===== config.mk =====
export PLATFORM = sky130hd
export DESIGN_NAME = rio_irq_ctl
export DESIGN_NICKNAME = d
export VERILOG_FILES = /design/src/core/rio_pin_mux.v /design/src/core/rio_irq_ctl.v
export VERILOG_INCLUDE_DIRS = /design/src /design/src/core
export SDC_FILE = /design/constraint.sdc
export NUM_CORES = 1
export LEC_CHECK = 0
export ABC_AREA = 1
export BUFFER_PORTS_ARGS = -buffer_cell sky130_fd_sc_hd__buf_4
export CAP_MARGIN = 20
export CORE_MARGIN = 1.5
export CORE_UTILIZATION = 53
export CTS_BUF_LIST = sky130_fd_sc_hd__clkbuf_8
export DETAILED_ROUTE_END_ITERATION = 8
export GPL_ROUTABILITY_DRIVEN = 0
export PLACE_DENSITY = 0.84
export SYNTH_ARGS = -nofsm -noshare
export SYNTH_HDL_FRONTEND = slang
export SYNTH_SLANG_ARGS = --single-unit

===== constraint.sdc =====
create_clock -name ref_clk -period 1.34 [get_ports ref_clk]
set_input_delay 0.067 -clock ref_clk [delete_from_list [all_inputs] [get_ports ref_clk]]
set_output_delay 0.067 -clock ref_clk [all_outputs]
set_load 0.02 [all_outputs]

===== src/core/rio_consts.vh =====
// Purpose: constants of the rtc interrupt and clock output block
// Assumes: register index is a 4-bit word address on the register port
// Notes:   times are kept in their own unit, counts derived from them
`ifndef RIO_CONSTS_VH
`define RIO_CONSTS_VH

// ***********************************************
// register offsets
// ***********************************************
`define RIO_OFS_CTRL        4'hE
`define RIO_OFS_FLAG        4'hF

// ***********************************************
// control register fields (offset E)
// ***********************************************
`define RIO_BIT_FIRST_EN    7
`define RIO_BIT_SECOND_EN   6
`define RIO_BIT_ROUTE_HI    5
`define RIO_BIT_ROUTE_LO    4
`define RIO_CYC_MSB         2
`define RIO_CYC_LSB         0
`define RIO_CTRL_RESET      8'h00

// ***********************************************
// flag register fields (offset F)
// ***********************************************
`define RIO_BIT_SECOND_FLG  0
`define RIO_BIT_FIRST_FLG   1
`define RIO_BIT_PER_FLG     2
`define RIO_BIT_CLK_INH     3
`define RIO_BIT_HALT        4

// ***********************************************
// periodic cycle codes
// ***********************************************
`define RIO_CYC_OFF         3'h0
`define RIO_CYC_FIXED       3'h1
`define RIO_CYC_2HZ         3'h2
`define RIO_CYC_1HZ         3'h3
`define RIO_CYC_SEC         3'h4
`define RIO_CYC_MIN         3'h5
`define RIO_CYC_HOUR        3'h6
`define RIO_CYC_MONTH       3'h7

// ***********************************************
// pulse timing, counted in oscillator edges
// ***********************************************
`define RIO_XTAL_A_HZ       32768
`define RIO_XTAL_B_HZ       32000
`define RIO_LAG_A_US        92
`define RIO_LAG_B_US        94
`define RIO_LAG_A  ((`RIO_LAG_A_US * `RIO_XTAL_A_HZ) / 1000000)
`define RIO_LAG_B  ((`RIO_LAG_B_US * `RIO_XTAL_B_HZ) / 1000000)
`define RIO_HALF_A_MS       500
`define RIO_HALF_B_MS       496
`define RIO_HALF_A ((`RIO_HALF_A_MS * `RIO_XTAL_A_HZ) / 1000)
`define RIO_HALF_B ((`RIO_HALF_B_MS * `RIO_XTAL_B_HZ) / 1000)
`define RIO_QTR_A_US        250000
`define RIO_QTR_B1_US       248000
`define RIO_QTR_B2_US       252000
`define RIO_QTR_A  ((`RIO_QTR_A_US * `RIO_XTAL_A_HZ) / 1000000)
`define RIO_QTR_B1 ((`RIO_QTR_B1_US / 1000 * `RIO_XTAL_B_HZ) / 1000)
`define RIO_QTR_B2 ((`RIO_QTR_B2_US / 1000 * `RIO_XTAL_B_HZ) / 1000)
`define RIO_SUB_W           15

`endif


===== src/core/rio_pin_mux.v =====
// Purpose: routes active sources onto open-drain output pins
// Assumes: inputs are active-high requests, already resolved per source
// Notes:   pins only pull low; pull-up is outside
`timescale 1ns/1ps
`include "rio_consts.vh"

module rio_pin_mux #(
  parameter SINGLE_PIN = 0
) (
  ref_clk,
  rst_b,
  first_act,
  second_act,
  periodic_act,
  clock_low,
  route_sel,
  irq_out_first_oe,
  irq_out_second_oe,
  irq_out_single_oe,
  osc_clock_pin_oe
);
  input  wire       ref_clk;
  input  wire       rst_b;
  input  wire       first_act;
  input  wire       second_act;
  input  wire       periodic_act;
  input  wire       clock_low;
  input  wire [1:0] route_sel;
  output reg        irq_out_first_oe;
  output reg        irq_out_second_oe;
  output reg        irq_out_single_oe;
  output reg        osc_clock_pin_oe;

  // ***********************************************
  // route decode
  // ***********************************************
  // second alarm uses the low select bit, periodic the high one
  function to_pin_b;
    input [1:0] sel;
    input       use_hi;
    begin
      to_pin_b = use_hi ? sel[1] : sel[0];
    end
  endfunction

  wire sec_b = to_pin_b(route_sel, 1'b0);
  wire per_b = to_pin_b(route_sel, 1'b1);

  wire nxt_a;
  wire nxt_b;
  wire nxt_s;
  assign nxt_a = first_act | (second_act & ~sec_b)
               | (periodic_act & ~per_b);
  assign nxt_b = (second_act & sec_b) | (periodic_act & per_b)
               | clock_low;
  assign nxt_s = first_act | second_act | periodic_act;

  // ***********************************************
  // registered enables
  // ***********************************************
  always @(posedge ref_clk or negedge rst_b) begin
    if (!rst_b) begin
      irq_out_first_oe  <= 1'b0;
      irq_out_second_oe <= 1'b0;
      irq_out_single_oe <= 1'b0;
      osc_clock_pin_oe  <= 1'b0;
    end else begin
      // unused variant pins stay released
      irq_out_first_oe  <= (SINGLE_PIN == 0) ? nxt_a : 1'b0;
      irq_out_second_oe <= (SINGLE_PIN == 0) ? nxt_b : 1'b0;
      irq_out_single_oe <= (SINGLE_PIN != 0) ? nxt_s : 1'b0;
      osc_clock_pin_oe  <= (SINGLE_PIN != 0) ? clock_low : 1'b0;
    end
  end

endmodule // rio_pin_mux


===== src/core/rio_irq_ctl.v =====
// Purpose: alarm, periodic and 32 kHz output control of a serial rtc
// Assumes: tick_sec is the trimmed seconds increment, one cycle wide
// Notes:   oscillator is sampled as a synchronous level on ref_clk
//
// Contract
// select field routes second alarm and periodic to pin A or B
// first alarm flag at F bit 1, enable at E bit 7
// second alarm flag at F bit 0, enable at E bit 6
// periodic flag at F bit 2; cycle field E[2:0], zero disables
// 32 kHz on pin B or clock pin; inhibit bit F[3] releases it
// after power-on halt flag, enables, cycle, inhibit, select are zero; code resets the halt flag to 1
// right after power-on the clock appears on pin B
// sources sharing a pin form an or of active-low waveforms
// host reads the flag register to find the active source
// host loads alarm time with enable off; match then pulls low
// alarm output is enable and flag; flag reads 1 while low
// code 001 fixed low; 010 2 Hz; 011 1 Hz, half duty
// level codes: every second, minute, hour, month start
// level mode falls together with the seconds increment
// pulse mode falls about 92 or 94 us after the increment
// 32.000 kHz crystal gives 0.496 and 0.504 s periods
// trimming perturbs periodic timing every 20 seconds
// clock output passes the raw oscillator unchanged
// single-pin variant drives all interrupts to one pin
// while halt flag is set, control bits are held at zero
// level interrupt stays until host writes 0 to the flag
// writing 0 to an alarm flag releases its output
// outputs are open-drain: pull low when on, released when off
`timescale 1ns/1ps
`include "rio_consts.vh"

module rio_irq_ctl #(
  parameter SINGLE_PIN = 0
) (
  ref_clk,
  rst_b,
  osc_clk,
  xtal_32000,
  tick_sec,
  at_minute_top,
  at_hour_top,
  at_month_top,
  first_alarm_match,
  second_alarm_match,
  osc_halt_detect,
  reg_addr,
  reg_wdata,
  reg_wr,
  reg_rdata,
  irq_out_first_o,
  irq_out_first_oe,
  irq_out_second_o,
  irq_out_second_oe,
  irq_out_single_o,
  irq_out_single_oe,
  osc_clock_pin_o,
  osc_clock_pin_oe
);
  input  wire       ref_clk;
  input  wire       rst_b;
  input  wire       osc_clk;
  input  wire       xtal_32000;
  input  wire       tick_sec;
  input  wire       at_minute_top;
  input  wire       at_hour_top;
  input  wire       at_month_top;
  input  wire       first_alarm_match;
  input  wire       second_alarm_match;
  input  wire       osc_halt_detect;
  input  wire [3:0] reg_addr;
  input  wire [7:0] reg_wdata;
  input  wire       reg_wr;
  output reg  [7:0] reg_rdata;
  output wire       irq_out_first_o;
  output wire       irq_out_first_oe;
  output wire       irq_out_second_o;
  output wire       irq_out_second_oe;
  output wire       irq_out_single_o;
  output wire       irq_out_single_oe;
  output wire       osc_clock_pin_o;
  output wire       osc_clock_pin_oe;

  localparam SW = `RIO_SUB_W;
  localparam integer LAG_A  = `RIO_LAG_A;
  localparam integer LAG_B  = `RIO_LAG_B;
  localparam integer HALF_A = `RIO_HALF_A;
  localparam integer HALF_B = `RIO_HALF_B;
  localparam integer QTR_A  = `RIO_QTR_A;
  localparam integer QTR_B1 = `RIO_QTR_B1;
  localparam integer QTR_B2 = `RIO_QTR_B2;

  // ***********************************************
  // register state
  // ***********************************************
  reg  [7:0]    ctrl_ff;
  reg  [7:0]    nxt_ctrl;
  reg           first_flg_ff;
  reg           second_flg_ff;
  reg           per_flg_ff;
  reg           clk_inh_ff;
  reg           halt_ff;
  reg           nxt_first_flg;
  reg           nxt_second_flg;
  reg           nxt_per_flg;
  reg           nxt_clk_inh;
  reg           nxt_halt;
  reg  [7:0]    nxt_rdata;

  // ***********************************************
  // oscillator edge and sub-second counter
  // ***********************************************
  reg           osc_d_ff;
  reg  [SW-1:0] sub_ff;
  reg  [SW-1:0] nxt_sub;
  wire          osc_rise;

  wire          wr_ctrl;
  wire          wr_flag;
  wire          first_en;
  wire          second_en;
  wire [2:0]    cyc_sel;
  wire [1:0]    route_sel;
  wire          level_mode;
  reg           level_evt;
  reg           pulse_low;

  wire [SW-1:0] lag;
  wire [SW-1:0] half;
  wire [SW-1:0] qtr1;
  wire [SW-1:0] qtr2;

  wire          first_act;
  wire          second_act;
  wire          periodic_act;
  wire          clock_low;

  assign wr_ctrl    = reg_wr & (reg_addr == `RIO_OFS_CTRL);
  assign wr_flag    = reg_wr & (reg_addr == `RIO_OFS_FLAG);
  assign first_en   = ctrl_ff[`RIO_BIT_FIRST_EN];
  assign second_en  = ctrl_ff[`RIO_BIT_SECOND_EN];
  assign cyc_sel    = ctrl_ff[`RIO_CYC_MSB:`RIO_CYC_LSB];
  assign route_sel  = {ctrl_ff[`RIO_BIT_ROUTE_HI],
                       ctrl_ff[`RIO_BIT_ROUTE_LO]};
  assign level_mode = cyc_sel[2];
  assign osc_rise   = osc_clk & ~osc_d_ff;

  // crystal choice sets the lag and the low windows
  assign lag  = xtal_32000 ? LAG_B[SW-1:0]  : LAG_A[SW-1:0];
  assign half = xtal_32000 ? HALF_B[SW-1:0] : HALF_A[SW-1:0];
  assign qtr1 = xtal_32000 ? QTR_B1[SW-1:0] : QTR_A[SW-1:0];
  assign qtr2 = xtal_32000 ? QTR_B2[SW-1:0] : QTR_A[SW-1:0];

  // ***********************************************
  // sub-second count
  // ***********************************************
  // restarts on the trimmed tick, so trim shifts land here
  always @* begin
    nxt_sub = sub_ff;
    if (tick_sec) begin
      nxt_sub = {SW{1'b0}};
    end else if (osc_rise && (sub_ff != {SW{1'b1}})) begin
      nxt_sub = sub_ff + {{(SW-1){1'b0}}, 1'b1};
    end
  end

  // ***********************************************
  // pulse and level sources
  // ***********************************************
  always @* begin
    pulse_low = 1'b0;
    case (cyc_sel)
      `RIO_CYC_FIXED: begin
        pulse_low = 1'b1;
      end
      `RIO_CYC_2HZ: begin
        // two windows per second, second one after the first half
        pulse_low = ((sub_ff >= lag) && (sub_ff < lag + qtr1)) ||
                    ((sub_ff >= lag + half) &&
                     (sub_ff < lag + half + qtr2));
      end
      `RIO_CYC_1HZ: begin
        pulse_low = (sub_ff >= lag) && (sub_ff < lag + half);
      end
      default: begin
        pulse_low = 1'b0;
      end
    endcase
  end

  always @* begin
    level_evt = 1'b0;
    case (cyc_sel)
      `RIO_CYC_SEC: begin
        level_evt = tick_sec;
      end
      `RIO_CYC_MIN: begin
        level_evt = tick_sec & at_minute_top;
      end
      `RIO_CYC_HOUR: begin
        level_evt = tick_sec & at_hour_top;
      end
      `RIO_CYC_MONTH: begin
        level_evt = tick_sec & at_month_top;
      end
      default: begin
        level_evt = 1'b0;
      end
    endcase
  end

  // ***********************************************
  // register next state
  // ***********************************************
  always @* begin
    nxt_ctrl       = ctrl_ff;
    nxt_first_flg  = first_flg_ff;
    nxt_second_flg = second_flg_ff;
    nxt_per_flg    = per_flg_ff;
    nxt_clk_inh    = clk_inh_ff;
    nxt_halt       = halt_ff;
    if (wr_ctrl) begin
      nxt_ctrl = reg_wdata;
    end
    if (wr_flag) begin
      // only zero is a clear; writing one leaves the flag alone
      if (!reg_wdata[`RIO_BIT_FIRST_FLG]) begin
        nxt_first_flg = 1'b0;
      end
      if (!reg_wdata[`RIO_BIT_SECOND_FLG]) begin
        nxt_second_flg = 1'b0;
      end
      if (!reg_wdata[`RIO_BIT_PER_FLG]) begin
        nxt_per_flg = 1'b0;
      end
      // the write that clears halt still sees the inhibit forced off
      nxt_clk_inh = reg_wdata[`RIO_BIT_CLK_INH] & ~halt_ff;
      nxt_halt    = 1'b0;
    end
    // events placed after the clears: set wins over clear
    if (first_alarm_match && first_en) begin
      nxt_first_flg = 1'b1;
    end
    if (second_alarm_match && second_en) begin
      nxt_second_flg = 1'b1;
    end
    // a disabled alarm shows no pending flag
    if (!nxt_ctrl[`RIO_BIT_FIRST_EN]) begin
      nxt_first_flg = 1'b0;
    end
    if (!nxt_ctrl[`RIO_BIT_SECOND_EN]) begin
      nxt_second_flg = 1'b0;
    end
    if (level_mode) begin
      if (level_evt) begin
        nxt_per_flg = 1'b1;
      end
    end else begin
      nxt_per_flg = pulse_low;
    end
    if (osc_halt_detect) begin
      nxt_halt = 1'b1;
    end
    // halt forces the control bits; halt also means cycle is off
    if (nxt_halt) begin
      nxt_ctrl       = `RIO_CTRL_RESET;
      nxt_clk_inh    = 1'b0;
      nxt_first_flg  = 1'b0;
      nxt_second_flg = 1'b0;
      nxt_per_flg    = 1'b0;
    end
  end

  always @* begin
    nxt_rdata = 8'h00;
    case (reg_addr)
      `RIO_OFS_CTRL: begin
        nxt_rdata = ctrl_ff;
      end
      `RIO_OFS_FLAG: begin
        nxt_rdata[`RIO_BIT_SECOND_FLG] = second_flg_ff;
        nxt_rdata[`RIO_BIT_FIRST_FLG]  = first_flg_ff;
        nxt_rdata[`RIO_BIT_PER_FLG]    = per_flg_ff;
        nxt_rdata[`RIO_BIT_CLK_INH]    = clk_inh_ff;
        nxt_rdata[`RIO_BIT_HALT]       = halt_ff;
      end
      default: begin
        nxt_rdata = 8'h00;
      end
    endcase
  end

  // ***********************************************
  // flip-flops
  // ***********************************************
  // reset stands for power-on: halt flag comes up set
  always @(posedge ref_clk or negedge rst_b) begin
    if (!rst_b) begin
      ctrl_ff       <= `RIO_CTRL_RESET;
      first_flg_ff  <= 1'b0;
      second_flg_ff <= 1'b0;
      per_flg_ff    <= 1'b0;
      clk_inh_ff    <= 1'b0;
      halt_ff       <= 1'b1;
      osc_d_ff      <= 1'b0;
      sub_ff        <= {SW{1'b0}};
      reg_rdata     <= 8'h00;
    end else begin
      ctrl_ff       <= nxt_ctrl;
      first_flg_ff  <= nxt_first_flg;
      second_flg_ff <= nxt_second_flg;
      per_flg_ff    <= nxt_per_flg;
      clk_inh_ff    <= nxt_clk_inh;
      halt_ff       <= nxt_halt;
      osc_d_ff      <= osc_clk;
      sub_ff        <= nxt_sub;
      reg_rdata     <= nxt_rdata;
    end
  end

  // ***********************************************
  // source activity
  // ***********************************************
  assign first_act    = first_en & first_flg_ff;
  assign second_act   = second_en & second_flg_ff;
  // flag mirrors the periodic output in every mode
  assign periodic_act = (cyc_sel != `RIO_CYC_OFF) & per_flg_ff;
  // raw oscillator, untouched by trim
  assign clock_low    = ~clk_inh_ff & ~osc_clk;

  rio_pin_mux #(
    .SINGLE_PIN (SINGLE_PIN)
  ) u_pin_mux (
    .ref_clk           (ref_clk),
    .rst_b             (rst_b),
    .first_act         (first_act),
    .second_act        (second_act),
    .periodic_act      (periodic_act),
    .clock_low         (clock_low),
    .route_sel         (route_sel),
    .irq_out_first_oe  (irq_out_first_oe),
    .irq_out_second_oe (irq_out_second_oe),
    .irq_out_single_oe (irq_out_single_oe),
    .osc_clock_pin_oe  (osc_clock_pin_oe)
  );

  // open-drain: data is always low, enable does the work
  assign irq_out_first_o  = 1'b0;
  assign irq_out_second_o = 1'b0;
  assign irq_out_single_o = 1'b0;
  assign osc_clock_pin_o  = 1'b0;

endmodule // rio_irq_ctl


---- Word level (Yosys, flattened, before mapping) ----
Index checks and enable logic that the tools add are counted.
storage, ports and cells
  output and inout bits ................... 16
  bits in registers ....................... 39
operators by class
  muxes and demuxes ....................... 30
  bitwise gates (word level) .............. 25
  add/subtract/negate cells ............... 4
  reduce and logical (&&, ||, !) cells .... 14
  equal/unequal tests ..................... 16
  $lt $le $gt $ge ......................... 5
operators by type and width
  kind                                                                 count
  two-way mux 15 bit                                                   5
  < comparator 15 bit                                                  3
  adder 2 x 15 -> 15 bit (first input constant)                        2
  two-way mux 1 bit                                                    19
  two-way mux 8 bit                                                    2
  != test 4 x 3 -> 1 bit (second input constant)                       4
  adder 15 x 1 -> 15 bit (second input constant)                       1
  adder 15 bit                                                         1
  AND 1 bit                                                            15
  greater-or-equal comparator 15 bit                                   1
  greater-or-equal comparator 15 x 2 -> 1 bit (second input constant)  1
  != test 15 bit (second input constant)                               1
  == test 3 bit (second input constant)                                4
  one-hot mux 5 bit (2 select lines)                                   1
  == test 4 bit (second input constant)                                2
  == test 3 x 2 -> 1 bit (second input constant)                       2
  logical AND 1 bit                                                    6
  NOT 1 bit                                                            6
  AND reduction 2 bit                                                  3
  nonzero test 2 bit                                                   3
  != test 4 x 1 -> 1 bit (second input constant)                       1
  != test 4 x 2 -> 1 bit (second input constant)                       1
  bitwise OR 1 bit                                                     4
  one-hot mux 1 bit (4 select lines)                                   1
  other kinds (5)                                                      5

---- Logic depth before layout (Yosys ltp) ----
Gate-level depths: netlist (run 1).
  depth in word-level cells ............... 9
  gate-level depth with buffers ........... 14

---- Hierarchy ----
Synthesis (run 1) repeated with hierarchy kept, for this count alone.
second synthesis, totals
  cells, all modules ...................... 365
  area, all modules ....................... 2582.5 um^2
modules (own cells, without submodules)
  module       times used  cells an instance  area an instance (um^2)  sequential area each (um^2)
  rio_irq_ctl  1           351                2467.4                   927.1
  rio_pin_mux  1           14                 115.1                    50.0

---- Least setup slack after synthesis (run 1) ----
No wires, ideal clock.
  path kind ............................... reg2reg
  from .................................... register sub_ff[14]
  to ...................................... register per_flg_ff
  path buffers ............................ 0
  stages on the path, launching flop included .. 12
  data arrival time ....................... 1367 ps
  setup slack ............................. -144 ps
  data required time ...................... 1224 ps
  period minus slack after synthesis ...... 1484 ps
  cells stage by stage .................... dfrtp_1 > ha_1 > inv_1 > nand2_1 > nand2_1 > a21oi_1 > and2_1 > nand3_1 > nand2_1 > nand3_1 > nand2_1 > nand2_1
on the way
  word-level cells in the longest chain between the ends .. 6
  elaborated cells between the ends (all ways) .. 12
  classes of those cells .................. 5 x order compare; 3 x mux; 4 x reduce/logical
RTL lines
  what                                                                 RTL line                              source
  start, declared                                                      rio_irq_ctl.v:113                     reg [SW-1:0] sub_ff;
  start signal, assigned                                               rio_irq_ctl.v:305                     sub_ff <= {SW{1'b0}};
  start signal, assigned                                               rio_irq_ctl.v:315                     sub_ff <= nxt_sub;
  greater-or-equal comparator 15 x 2 -> 1 bit (tied with other cells)  rio_irq_ctl.v:177, rio_irq_ctl.v:182
  logical AND 1 bit, on equally long branches                          rio_irq_ctl.v:177, rio_irq_ctl.v:178
  logical OR 1 bit                                                     rio_irq_ctl.v:177                     pulse_low = ((sub_ff >= lag) && (sub_ff < lag + qtr1)) ||
  one-hot mux 1 bit (3 select lines) *                                 rio_irq_ctl.v:171                     case (cyc_sel)
  two-way mux 1 bit *                                                  rio_irq_ctl.v:253                     if (level_mode) begin
  two-way mux 1 bit *                                                  rio_irq_ctl.v:264                     if (nxt_halt) begin
  end signal, assigned                                                 rio_irq_ctl.v:311                     per_flg_ff <= nxt_per_flg;
  end, declared                                                        rio_irq_ctl.v:99                      reg per_flg_ff;
Every way passes the cells marked *; elsewhere a longest branch is shown, timed or not.
A chain may end at the register's enable or synchronous reset.

---- Worst setup path after layout (run 1) ----
  from .................................... register sub_ff[6]
  to ...................................... register per_flg_ff
Same word-level chain as after synthesis.

==> impl_metrics.toml, run 1 <==
[yosys]
syn_area_um2 = 2500
synth-seq-cells = 39
post_synth_main_area_contributors = "sky130_fd_sc_hd__dfrtp_1, sky130_fd_sc_hd__nand2_1, sky130_fd_sc_hd__ha_1"
synth.yosys.seq_area_share_pct = 39.1
synth.distinct_cells = 34
yosysTopAreaCellShare_pct = 38.0
synthesis.yosys.warnings = 0
syn_inst = 338
synth_area_per_cell_um2 = 7.40
yosys.area.top_type = "sky130_fd_sc_hd__dfrtp_1"

[timing]
fmax_mhz = 551
setup_repair_after_global_routing_missed_its_margin = "true"
min_period_ns = 1.81
timing.max_slew.rel_slack_pct = 66.3
slew_viol_final = 0
final_report_setup_violation_count = 16
setup_total_negative_slack_ns = -4.75
fin_ws_ns = -0.474
max_slew.worst_pin.slew_ns = 0.506
clock_tree_skew_after_final_layout_ns = 0.00591
hold_viol_final = 0
timing.final.crit_share_pct = 135

[cells_and_area]
design.final.nets = 466
layout-drive-gt1-share_pct = 38.4
ant_cells = 0
post-route-util_pct = 80.7
mostFrequentLayoutCell = "sky130_fd_sc_hd__buf_4"
multi_input_area_um2 = 1580
syn_to_final_growth_pct = 43.5
seq_area_um2 = 980
final_cell_mix = "sky130_fd_sc_hd__buf_4, sky130_fd_sc_hd__nand2_1, sky130_fd_sc_hd__inv_1"
final.fill_count = 245

[floorplan]
die_outline_area_um2 = 5140
floorplan.die.height_um = 71.7
floorplan.die.width_um = 71.7
pin_count = 40
core_region_area_um2 = 4440
fp_rows = 24
initial_core_util_pct = 56.3

[global_routing]
wire_length_of_the_first_global_routing_pass_um = 11400
maximum_number_of_pins_on_one_net_before_global_route_repair = 40
global_route.usage.total_pct = 28.3
via_count_of_the_first_global_routing_pass = 2530
antenna_found_initial = 0
global_route.overflow_total = 0

[route]
remaining_drc_errors = 0
avgViaCountPerCell = 5.97
vias = 2862
finalWirelength_um = 8820
drtIter0Drc = 390
final_antenna_net_count = 0
drt_pre_antenna_iters = 7
wl_per_cell_um = 18.4

[worst_setup_path]
cp_common_cell = "sky130_fd_sc_hd__nand2_1"
worstPathRequired_ns = 1.58
critPathKind = "reg2reg"
startpoint_type = "register"
endpoint_kind = "register"
critical_path_cell_sequence = "ha_1 > nand2_1 > inv_1 > a21oi_1 > nand2_2 > a21oi_2 > nand2_1 > nand3_1 > nand2_1 > nand2_1"
critical_path_arrival_ns = 2.05
worst-path-buf-inv = 1
crit_path_top_delay_cell = "sky130_fd_sc_hd__dfrtp_1"
critical_path_max_stage_delay_ns = 0.44
critical_path.max_fanout = 3
worst_path_dominant_cell_family = "simple AND/OR/NAND/NOR gates"

[cts]
cts_htree_levels = 2
path_clk_slew_ns = 0.08
cts_sinks = 39
cts_buffer_depth = 2
cts.root.buffer_cell = "sky130_fd_sc_hd__clkbuf_8"
tritoncts = "built"
worstSkewPairLatency_ns = 0.29
cts_made_buffers = 5

[run_status]
violations_in_the_final_reports = "setup timing"
run_status = "finished, violations left"

[pwr]
vdd_drop_max_mv = 0.767
static-leakage-power_nw = 1.77
power.density_nw_per_um2 = 646
fin_total_pwr_mw = 2.32

[run]
timing.max_cap.violations = 0

[placement]
numPortBuffers = 33
detailed_place_hpwl_um = 4800

[min_path]
worstHoldPathType = "in2reg"
Yosys cell counts:
library cell               number
sky130_fd_sc_hd__nand2_1       85
sky130_fd_sc_hd__inv_1         47
sky130_fd_sc_hd__dfrtp_1       38
sky130_fd_sc_hd__nor2_1        35
sky130_fd_sc_hd__nand3_1       29
sky130_fd_sc_hd__o21ai_0       20
sky130_fd_sc_hd__ha_1          16
sky130_fd_sc_hd__a21oi_1       15
sky130_fd_sc_hd__buf_4          7
sky130_fd_sc_hd__nand2_2        6
sky130_fd_sc_hd__o22ai_1        4
sky130_fd_sc_hd__a21oi_2        3
sky130_fd_sc_hd__nand4_1        3
sky130_fd_sc_hd__nor2_2         3
sky130_fd_sc_hd__nor3_1         3
sky130_fd_sc_hd__a31oi_1        2
sky130_fd_sc_hd__inv_2          2
sky130_fd_sc_hd__nor2_4         2
sky130_fd_sc_hd__nor3_2         2
sky130_fd_sc_hd__o21a_1         2
sky130_fd_sc_hd__and2_1         1
sky130_fd_sc_hd__and3_1         1
sky130_fd_sc_hd__clkbuf_1       1
sky130_fd_sc_hd__conb_1         1
sky130_fd_sc_hd__dfstp_2        1
sky130_fd_sc_hd__inv_4          1
sky130_fd_sc_hd__nand2_4        1
sky130_fd_sc_hd__nand3_2        1
sky130_fd_sc_hd__nor3_4         1
sky130_fd_sc_hd__nor3b_1        1
sky130_fd_sc_hd__o211ai_1       1
sky130_fd_sc_hd__o21ai_1        1
sky130_fd_sc_hd__o31ai_2        1
sky130_fd_sc_hd__xor2_1         1
logic make-up after synthesis:
kind of cell	after synthesis	synth area share [%]
buffers and inverters	58	9.86
and+or+nand+nor	174	31.4
DFF	39	39.1
other	1	0.150
xor gates and xnor gates	1	0.350
adders and majority gates	16	8.00
AOI/OAI and AO/OA	49	11.2
area by class of cell:
class,instances,share of cell area [%]
sequential,39,27.3
tap,52,1.81
timing repair buffer,84,19.0
clock inverter,3,0.453
inverter,50,5.58
multi-input combinational,246,43.9
clock buffer,5,1.92
repair_timing:
| item | CTS | global route |
|---|---|---|
| endpoints found under the setup margin | 16 | 16 |
| endpoints found under the hold margin | 41 | 0 |
| cloned | 0 | 0 |
| buffers inserted | 5 | 9 |
| resized for setup | 26 | 46 |
| pin swaps | 6 | 13 |
| hold buffers | 3 | 0 |
sequential cells by signal, summed over array words and instances, names as in the netlist:
| name | cells |
|---|---|
| clk_inh_ff | 1 |
| per_flg_ff | 1 |
| halt_ff | 1 |
| u_pin_mux.irq_out_second_oe | 1 |
| u_pin_mux.irq_out_first_oe | 1 |
| first_flg_ff | 1 |
| ctrl_ff | 8 |
| reg_rdata | 8 |
| sub_ff | 15 |
| second_flg_ff | 1 |
| osc_d_ff | 1 |
worst paths after layout:
path                                                               to              startpoint  slack (ns)  depth (start not counted)
worst min-delay path            u_pin_mux.irq_out_second_oe$_DFF_PN0_                 osc_clk        0.01                          2
max in group asynchronous                           halt_ff$_DFF_PN1_                   rst_b        0.67                          2
min in group asynchronous                       sub_ff[9]$_DFFE_PN0P_                   rst_b        0.30                          2
worst min register to register                 reg_rdata[3]$_DFF_PN0_  ctrl_ff[3]$_DFFE_PN0P_        0.54                          2
worst max-delay path                           per_flg_ff$_DFFE_PN0P_   sub_ff[6]$_DFFE_PN0P_       -0.47                         10
worst max register to register                 per_flg_ff$_DFFE_PN0P_   sub_ff[6]$_DFFE_PN0P_       -0.47                         10
report_power, final:
part / leakage [nW] / internal (mW) / switching, mW / total, mW
clock network: 0.0453 / 0.357 / 0.440 / 0.797
registers: 0.532 / 1.19 / 0.00664 / 1.19
logic: 1.19 / 0.136 / 0.193 / 0.329
metrics by stage:
| step | hold slack (ns) | std cells | setup slack, ns | area, µm² |
|---|---|---|---|---|
| after floorplan | -0.229 | 343 | -0.122 | 2560 |
| after global routing | 0.0138 | 479 | -0.565 | 3590 |
| final | 0.0147 | 479 | -0.474 | 3590 |
| after CTS | 0.00873 | 470 | -0.266 | 3310 |
| after detailed placement | 0.0686 | 454 | -0.312 | 3070 |
| after global placement | 0.0580 | 454 | -0.224 | 3070 |
worst reg2reg max path, cell delays in order, from the launching register on:
cell,delay (ns)
sky130_fd_sc_hd__dfrtp_1,0.44
sky130_fd_sc_hd__ha_1,0.33
sky130_fd_sc_hd__nand2_1,0.12
sky130_fd_sc_hd__inv_1,0.06
sky130_fd_sc_hd__a21oi_1,0.22
sky130_fd_sc_hd__nand2_2,0.14
sky130_fd_sc_hd__a21oi_2,0.19
sky130_fd_sc_hd__nand2_1,0.07
sky130_fd_sc_hd__nand3_1,0.08
sky130_fd_sc_hd__nand2_1,0.06
sky130_fd_sc_hd__nand2_1,0.05
routing by layer:
layer	wire, µm	GRT usage [%]	share of wire [%]	vias to the layer above
met5	0	0	0	-
met4	600	13.8	6.8	0
met3	808	3.66	9.2	70
met2	4200	45.2	48	202
met1	3210	38.3	36	1342
li1	-	-	-	1248
No activity file was read; power rests on OpenSTA's default activity.
==> run 2: changes to the inputs <==
Settings changed: ABC_AREA 1 to default, CORE_UTILIZATION 53 to 52, CTS_CLUSTER_SIZE from default to 28.
==> run 2 against run 1 <==
Effect of this change: the run still ends with setup timing left; maximum frequency shrank 16%; power grew 7.5%; register-to-register slack worse by 0.34 ns; final cell count shrank 22%; sequential share of layout area rose by 2.3 points; clock-buffer cell count is the same; clock skew about the same; sequential power is essentially flat; largest cell class unchanged.
==> impl_metrics.toml, run 2 <==
[cts]
path_clk_slew_ns = 0.09
cts_sinks = 39
cts_buffer_depth = 2
cts_made_buffers = 5
cts.root.buffer_cell = "sky130_fd_sc_hd__clkbuf_8"
worstSkewPairLatency_ns = 0.30
tritoncts = "built"
cts_htree_levels = 2

[cells_and_area]
final_cell_mix = "sky130_fd_sc_hd__buf_4, sky130_fd_sc_hd__dfrtp_1, sky130_fd_sc_hd__nor2_1"
final_design_area_no_fill_um2 = 3310
mostFrequentLayoutCell = "sky130_fd_sc_hd__buf_4"
largestRegisters = "sub_ff (15), ctrl_ff (8), reg_rdata (8)"
largest_register_ff_count = 15
regMostFlops = "sub_ff"
syn_to_final_growth_pct = 44.4
layout-drive-gt1-share_pct = 38.7
ant_cells = 0
design.final.nets = 365

[yosys]
synth_common_cells = "sky130_fd_sc_hd__dfrtp_1, sky130_fd_sc_hd__nor2_1, sky130_fd_sc_hd__nand3_1, sky130_fd_sc_hd__nand2_1, sky130_fd_sc_hd__ha_1"
post_synth_fa_ha_maj_area_fraction_pct = 8.74
synth-seq-cells = 39
ys_async_sr_fraction_pct = 100
syn_inst = 242
yosysTopAreaCellShare_pct = 41.5
combinational_family_with_the_most_area_after_synthesis = "simple AND/OR/NAND/NOR gates"
postSynth.topFlopCell = "sky130_fd_sc_hd__dfrtp_1"
synth.yosys.seq_area_share_pct = 42.7
synth_area_per_cell_um2 = 9.46
synth_xor_xnor_area_share_pct = 4.59
yosys.area.top_type = "sky130_fd_sc_hd__dfrtp_1"
synth_enable_flop_cells = 0
synth_area_in_simple_gates_pct = 22.8
syn_area_um2 = 2290
synthesis.yosys.warnings = 0
synth.distinct_cells = 51
post_synth_main_area_contributors = "sky130_fd_sc_hd__dfrtp_1, sky130_fd_sc_hd__ha_1, sky130_fd_sc_hd__nor2_1"
synth-compound-area-share_pct = 12.3
post-synth-top-count-cell = "sky130_fd_sc_hd__dfrtp_1"
synthMuxAreaShare_pct = 3.50

[pwr]
fin_total_pwr_mw = 2.49
vdd_drop_max_mv = 0.569
static-leakage-power_nw = 1.53
power.density_nw_per_um2 = 753

[timing]
timing.max_slew.rel_slack_pct = 66.4
setup_repair_after_global_routing_missed_its_margin = "true"
final_report_setup_violation_count = 16
slew_viol_final = 0
timing.final.crit_share_pct = 161
fmax_mhz = 464
hold_viol_final = 0
min_period_ns = 2.15
fin_ws_ns = -0.814
max_slew.worst_pin.slew_ns = 0.504
clock_tree_skew_after_final_layout_ns = 0.00608

[floorplan]
floorplan.die.height_um = 69.4
floorplan.die.width_um = 69.4
fp_rows = 23
core_region_area_um2 = 4120
die_outline_area_um2 = 4810
pin_count = 40
initial_core_util_pct = 55.6

[route]
wl_per_cell_um = 19.0
drt_pre_antenna_iters = 5
finalWirelength_um = 7150
drtIter0Drc = 154
avgViaCountPerCell = 6.13
vias = 2303
remaining_drc_errors = 0
final_antenna_net_count = 0

[global_routing]
via_count_of_the_first_global_routing_pass = 2260
global_route.overflow_total = 0
wire_length_of_the_first_global_routing_pass_um = 10800
maximum_number_of_pins_on_one_net_before_global_route_repair = 40
global_route.usage.total_pct = 28.1
antenna_found_initial = 0

[worst_setup_path]
critical_path.max_fanout = 5
critical_path_arrival_ns = 2.40
endpoint_kind = "register"
critPathKind = "reg2reg"
worstPathRequired_ns = 1.58
startpoint_type = "register"

[placement]
detailed_place_hpwl_um = 4190
place_area_um2 = 2920
numPortBuffers = 33

[run]
timing.max_cap.violations = 0

[run_status]
violations_in_the_final_reports = "setup timing"
run_status = "finished, violations left"

[min_path]
worstHoldPathType = "in2reg"
==> run 2: cell count changes in the layout (fill, tap and decap cells not counted), sizes merged, moves of 5 or more <==
| cell | before | now |
|---|---|---|
| nor4 | 0 | 5 |
| mux2i | 0 | 8 |
| nand2 | 92 | 19 |
| inv | 50 | 6 |
| nor2 | 40 | 29 |
| nand2b | 0 | 5 |
| o21ai | 21 | 5 |
| nand3 | 30 | 21 |
| xor2 | 1 | 10 |
==> run 2: final cells by class <==
type	instances	area (µm²)
multi-input combinational	188	1440
clock inverter	3	47.5
clock buffer	5	68.8
timing repair buffer	85	684
inverter	6	26.3
tap	50	62.6
sequential	39	980
fill	213	810
==> run 2: layer usage <==
layer | global-route usage, % | vias up | share of wire [%]
li1 | - | 1023 | -
met1 | 34.9 | 1110 | 37
met2 | 46.9 | 133 | 50
met3 | 6.54 | 37 | 7.4
met4 | 11.8 | 0 | 5.1
met5 | 0 | - | 0
==> run 2: worst paths after layout <==
kind | from | endpoint | slack (ns) | cells past startpoint
min | first_alarm_match | first_flg_ff$_DFFE_PN0P_ | 0.02 | 3
min in group asynchronous | rst_b | ctrl_ff[7]$_DFF_PN0_ | 0.29 | 2
max reg2reg | sub_ff[4]$_DFFE_PN0P_ | per_flg_ff$_DFFE_PN0P_ | -0.81 | 6
max in group asynchronous | rst_b | sub_ff[9]$_DFFE_PN0P_ | 0.67 | 2
max | sub_ff[4]$_DFFE_PN0P_ | per_flg_ff$_DFFE_PN0P_ | -0.81 | 6
min reg2reg | ctrl_ff[3]$_DFFE_PN0P_ | reg_rdata[3]$_DFF_PN0_ | 0.54 | 2
==> run 2: worst max-delay path, cell delays in order (launching register included) <==
cell,delay [ns]
sky130_fd_sc_hd__dfrtp_1,0.48
sky130_fd_sc_hd__ha_1,0.23
sky130_fd_sc_hd__or3_1,0.32
sky130_fd_sc_hd__a31oi_1,0.26
sky130_fd_sc_hd__o22ai_1,0.17
sky130_fd_sc_hd__a311oi_1,0.46
sky130_fd_sc_hd__a211o_1,0.19
==> run 2: cell families after synthesis <==
group / Yosys count
mux: 8
buf+inv: 20
fa+ha+maj: 16
compound gates: 43
xor+xnor: 12
other cells: 1
flops: 39
simple gates: 103
==> run 2: through the flow <==
| step | setup TNS [ns] | cells | util [%] | worst slack [ns] | hold WS, ns |
|---|---|---|---|---|---|
| after detailed placement | -4.33 | 356 | 71.1 | -0.711 | 0.0660 |
| after global placement | -3.77 | 356 | 71.1 | -0.626 | 0.0629 |
| final | -4.76 | 376 | 80.3 | -0.814 | 0.0242 |
| after global routing | -5.31 | 376 | 80.3 | -0.810 | 0.0151 |
| after CTS | -5.69 | 375 | 78.6 | -0.601 | 0.0227 |
| after floorplan | -1.75 | 247 | - | -0.529 | -0.229 |
==> run 2: where the power goes <==
group / leakage (nW) / total [mW] / switching [mW] / internal, mW
Sequential: 0.533 / 1.19 / 0.00706 / 1.18
Combinational: 0.939 / 0.263 / 0.145 / 0.117
Clock: 0.0587 / 1.04 / 0.471 / 0.565
Total: 1.53 / 2.49 / 0.624 / 1.87
==> run 2: timing repair <==
action	4_1_cts	5_1_grt
gates cloned	0	0
resized for setup	18	17
endpoints found under the hold margin	40	0
setup buffers	8	4
hold buffers	3	0
setup endpoints to repair	16	16
pin swaps	11	24
==> run 3: changes to the inputs <==
Settings changed: CORE_ASPECT_RATIO from default to 2.
==> run 3 against run 2 <==
Effect of this change: the run still ends with setup timing left; setup slack worse by 0.024 ns; clock power fell by 10%; sequential share of layout area shrank 1.4 points; core utilization is 0.39 points higher; clock-buffer cell count is 2 higher; critical path type unchanged; cell area increased by 4.9%; sequential cell count unchanged; non-clock buffer count increased by 15; clock skew up 0.0090 ns; largest cell class unchanged; critical path depth up 1; hold slack improved by 0.00072 ns; first-iteration DRC count grew 5.8%.
==> impl_metrics.toml, run 3 (same netlist as run 2, synthesis figures left out) <==
[timing]
min_period_ns = 2.18
clock_tree_skew_after_final_layout_ns = 0.0151
fmax_mhz = 459
setup_repair_after_global_routing_missed_its_margin = "true"
hold_viol_final = 0
slew_viol_final = 0
fin_ws_ns = -0.838
timing.final.crit_share_pct = 163
setup_total_negative_slack_ns = -6.71
final_report_setup_violation_count = 16

[cts]
cts.root.buffer_cell = "sky130_fd_sc_hd__clkbuf_8"
tritoncts = "built"
cts_buffer_depth = 2
path_clk_slew_ns = 0.08
cts_htree_levels = 2
worstSkewPairLatency_ns = 0.31
cts_sinks = 39
cts_made_buffers = 5

[worst_setup_path]
critical_path.max_fanout = 2
worstPathRequired_ns = 1.58
critPathKind = "reg2reg"
critical_path_arrival_ns = 2.42
startpoint_type = "register"
endpoint_kind = "register"

[run]
timing.max_cap.violations = 0

[cells_and_area]
regMostFlops = "sub_ff"
layout.cells.non_filler = 395
largestRegisters = "sub_ff (15), ctrl_ff (8), reg_rdata (8)"
final_cell_mix = "sky130_fd_sc_hd__buf_4, sky130_fd_sc_hd__dfrtp_1, sky130_fd_sc_hd__nor2_1"
largest_register_ff_count = 15
mostFrequentLayoutCell = "sky130_fd_sc_hd__buf_4"
ant_cells = 0
layout-drive-gt1-share_pct = 42.5
syn_to_final_growth_pct = 51.5
multi_input_area_um2 = 1480
final.fill_count = 237
seq_area_um2 = 981
design.final.nets = 380

[route]
drt_pre_antenna_iters = 5
finalWirelength_um = 8580
avgViaCountPerCell = 6.24
route.met2.wl_um = 4520
vias = 2464
remaining_drc_errors = 0
drtIter0Drc = 163
m1WireLength_um = 2890
met3_wire_length_um = 512
highest_layer = "met4"
wl_per_cell_um = 21.7
final_antenna_net_count = 0

[min_path]
worstHoldPathType = "in2reg"

[global_routing]
via_count_of_the_first_global_routing_pass = 2485
global_route.overflow_total = 0
global_route.usage.total_pct = 33.6
maximum_number_of_pins_on_one_net_before_global_route_repair = 40
antenna_found_initial = 0
wire_length_of_the_first_global_routing_pass_um = 12100

[pwr]
power.density_nw_per_um2 = 689
vdd_drop_max_mv = 0.865
static-leakage-power_nw = 1.60

[floorplan]
floorplan.die.height_um = 96.8
fp_rows = 34
pin_count = 40
floorplan.die.width_um = 49.9
die_outline_area_um2 = 4830
core_region_area_um2 = 4300
initial_core_util_pct = 53.3

[run_status]
violations_in_the_final_reports = "setup timing"
run_status = "finished, violations left"

[placement]
numPortBuffers = 33
detailed_place_hpwl_um = 4770
dp_cells = 365
## run 3: what timing repair did
| action | CTS | global route |
|---|---|---|
| endpoints found under the hold margin | 40 | 0 |
| endpoints found under the setup margin | 16 | 18 |
| hold buffers | 3 | 0 |
| setup buffers | 14 | 8 |
| pin swaps | 12 | 21 |
| gates resized for setup | 23 | 25 |
## run 3: routing by layer
layer	global-route usage, %	vias up
met4	25.9	0
met1	34.1	1181
li1	-	1054
met5	0	-
met3	4.94	60
met2	58.9	169
## run 3: cell type report
| class | instances | share of cell area (%) |
|---|---|---|
| Inverter | 6 | 0.758 |
| Sequential cell | 39 | 28.3 |
| Multi-Input combinational cell | 188 | 42.6 |
| Clock buffer | 7 | 2.78 |
| Tap cell | 54 | 1.95 |
| Timing Repair Buffer | 100 | 23.4 |
| Clock inverter | 1 | 0.216 |
## run 3: stage by stage
step | hold WS, ns | total power [mW] | setup slack, ns | utilization (%) | instance area [µm²]
after floorplan | -0.229 | 1.33 | -0.529 | - | 2410
after global placement | 0.0613 | 1.44 | -0.627 | 69.0 | 2970
after detailed placement | 0.0685 | 1.45 | -0.668 | 69.0 | 2970
after CTS | 0.0306 | 2.37 | -0.620 | 76.9 | 3300
after global routing | 0.0319 | 2.45 | -0.889 | 80.7 | 3470
final | 0.0250 | 2.39 | -0.838 | 80.7 | 3470
## run 3: path summary, 6_finish.rpt
| path | cells after the start | endpoint | startpoint | slack [ns] |
|---|---|---|---|---|
| worst min-delay path | 3 | first_flg_ff$_DFFE_PN0P_ | first_alarm_match | 0.02 |
| worst max register to register | 7 | per_flg_ff$_DFFE_PN0P_ | sub_ff[14]$_DFFE_PN0P_ | -0.84 |
| min in group asynchronous | 2 | sub_ff[2]$_DFFE_PN0P_ | rst_b | 0.26 |
| max in group asynchronous | 2 | sub_ff[7]$_DFFE_PN0P_ | rst_b | 0.70 |
| worst min register to register | 1 | u_pin_mux.irq_out_first_oe$_DFF_PN0_ | ctrl_ff[5]$_DFFE_PN0P_ | 0.54 |
| worst max-delay path | 7 | per_flg_ff$_DFFE_PN0P_ | sub_ff[14]$_DFFE_PN0P_ | -0.84 |
## run 3: critical path, cell delays in order, from the launching register on
cell	delay (ns)
sky130_fd_sc_hd__dfrtp_1	0.42
sky130_fd_sc_hd__ha_4	0.25
sky130_fd_sc_hd__nand4b_1	0.21
sky130_fd_sc_hd__or4_4	0.47
sky130_fd_sc_hd__nor2_2	0.12
sky130_fd_sc_hd__nor4_1	0.05
sky130_fd_sc_hd__o41ai_1	0.37
sky130_fd_sc_hd__a211o_1	0.22
## run 3: power by group
group | switching, mW | internal, mW
Combinational | 0.152 | 0.114
Clock | 0.463 | 0.469
Sequential | 0.00932 | 1.18
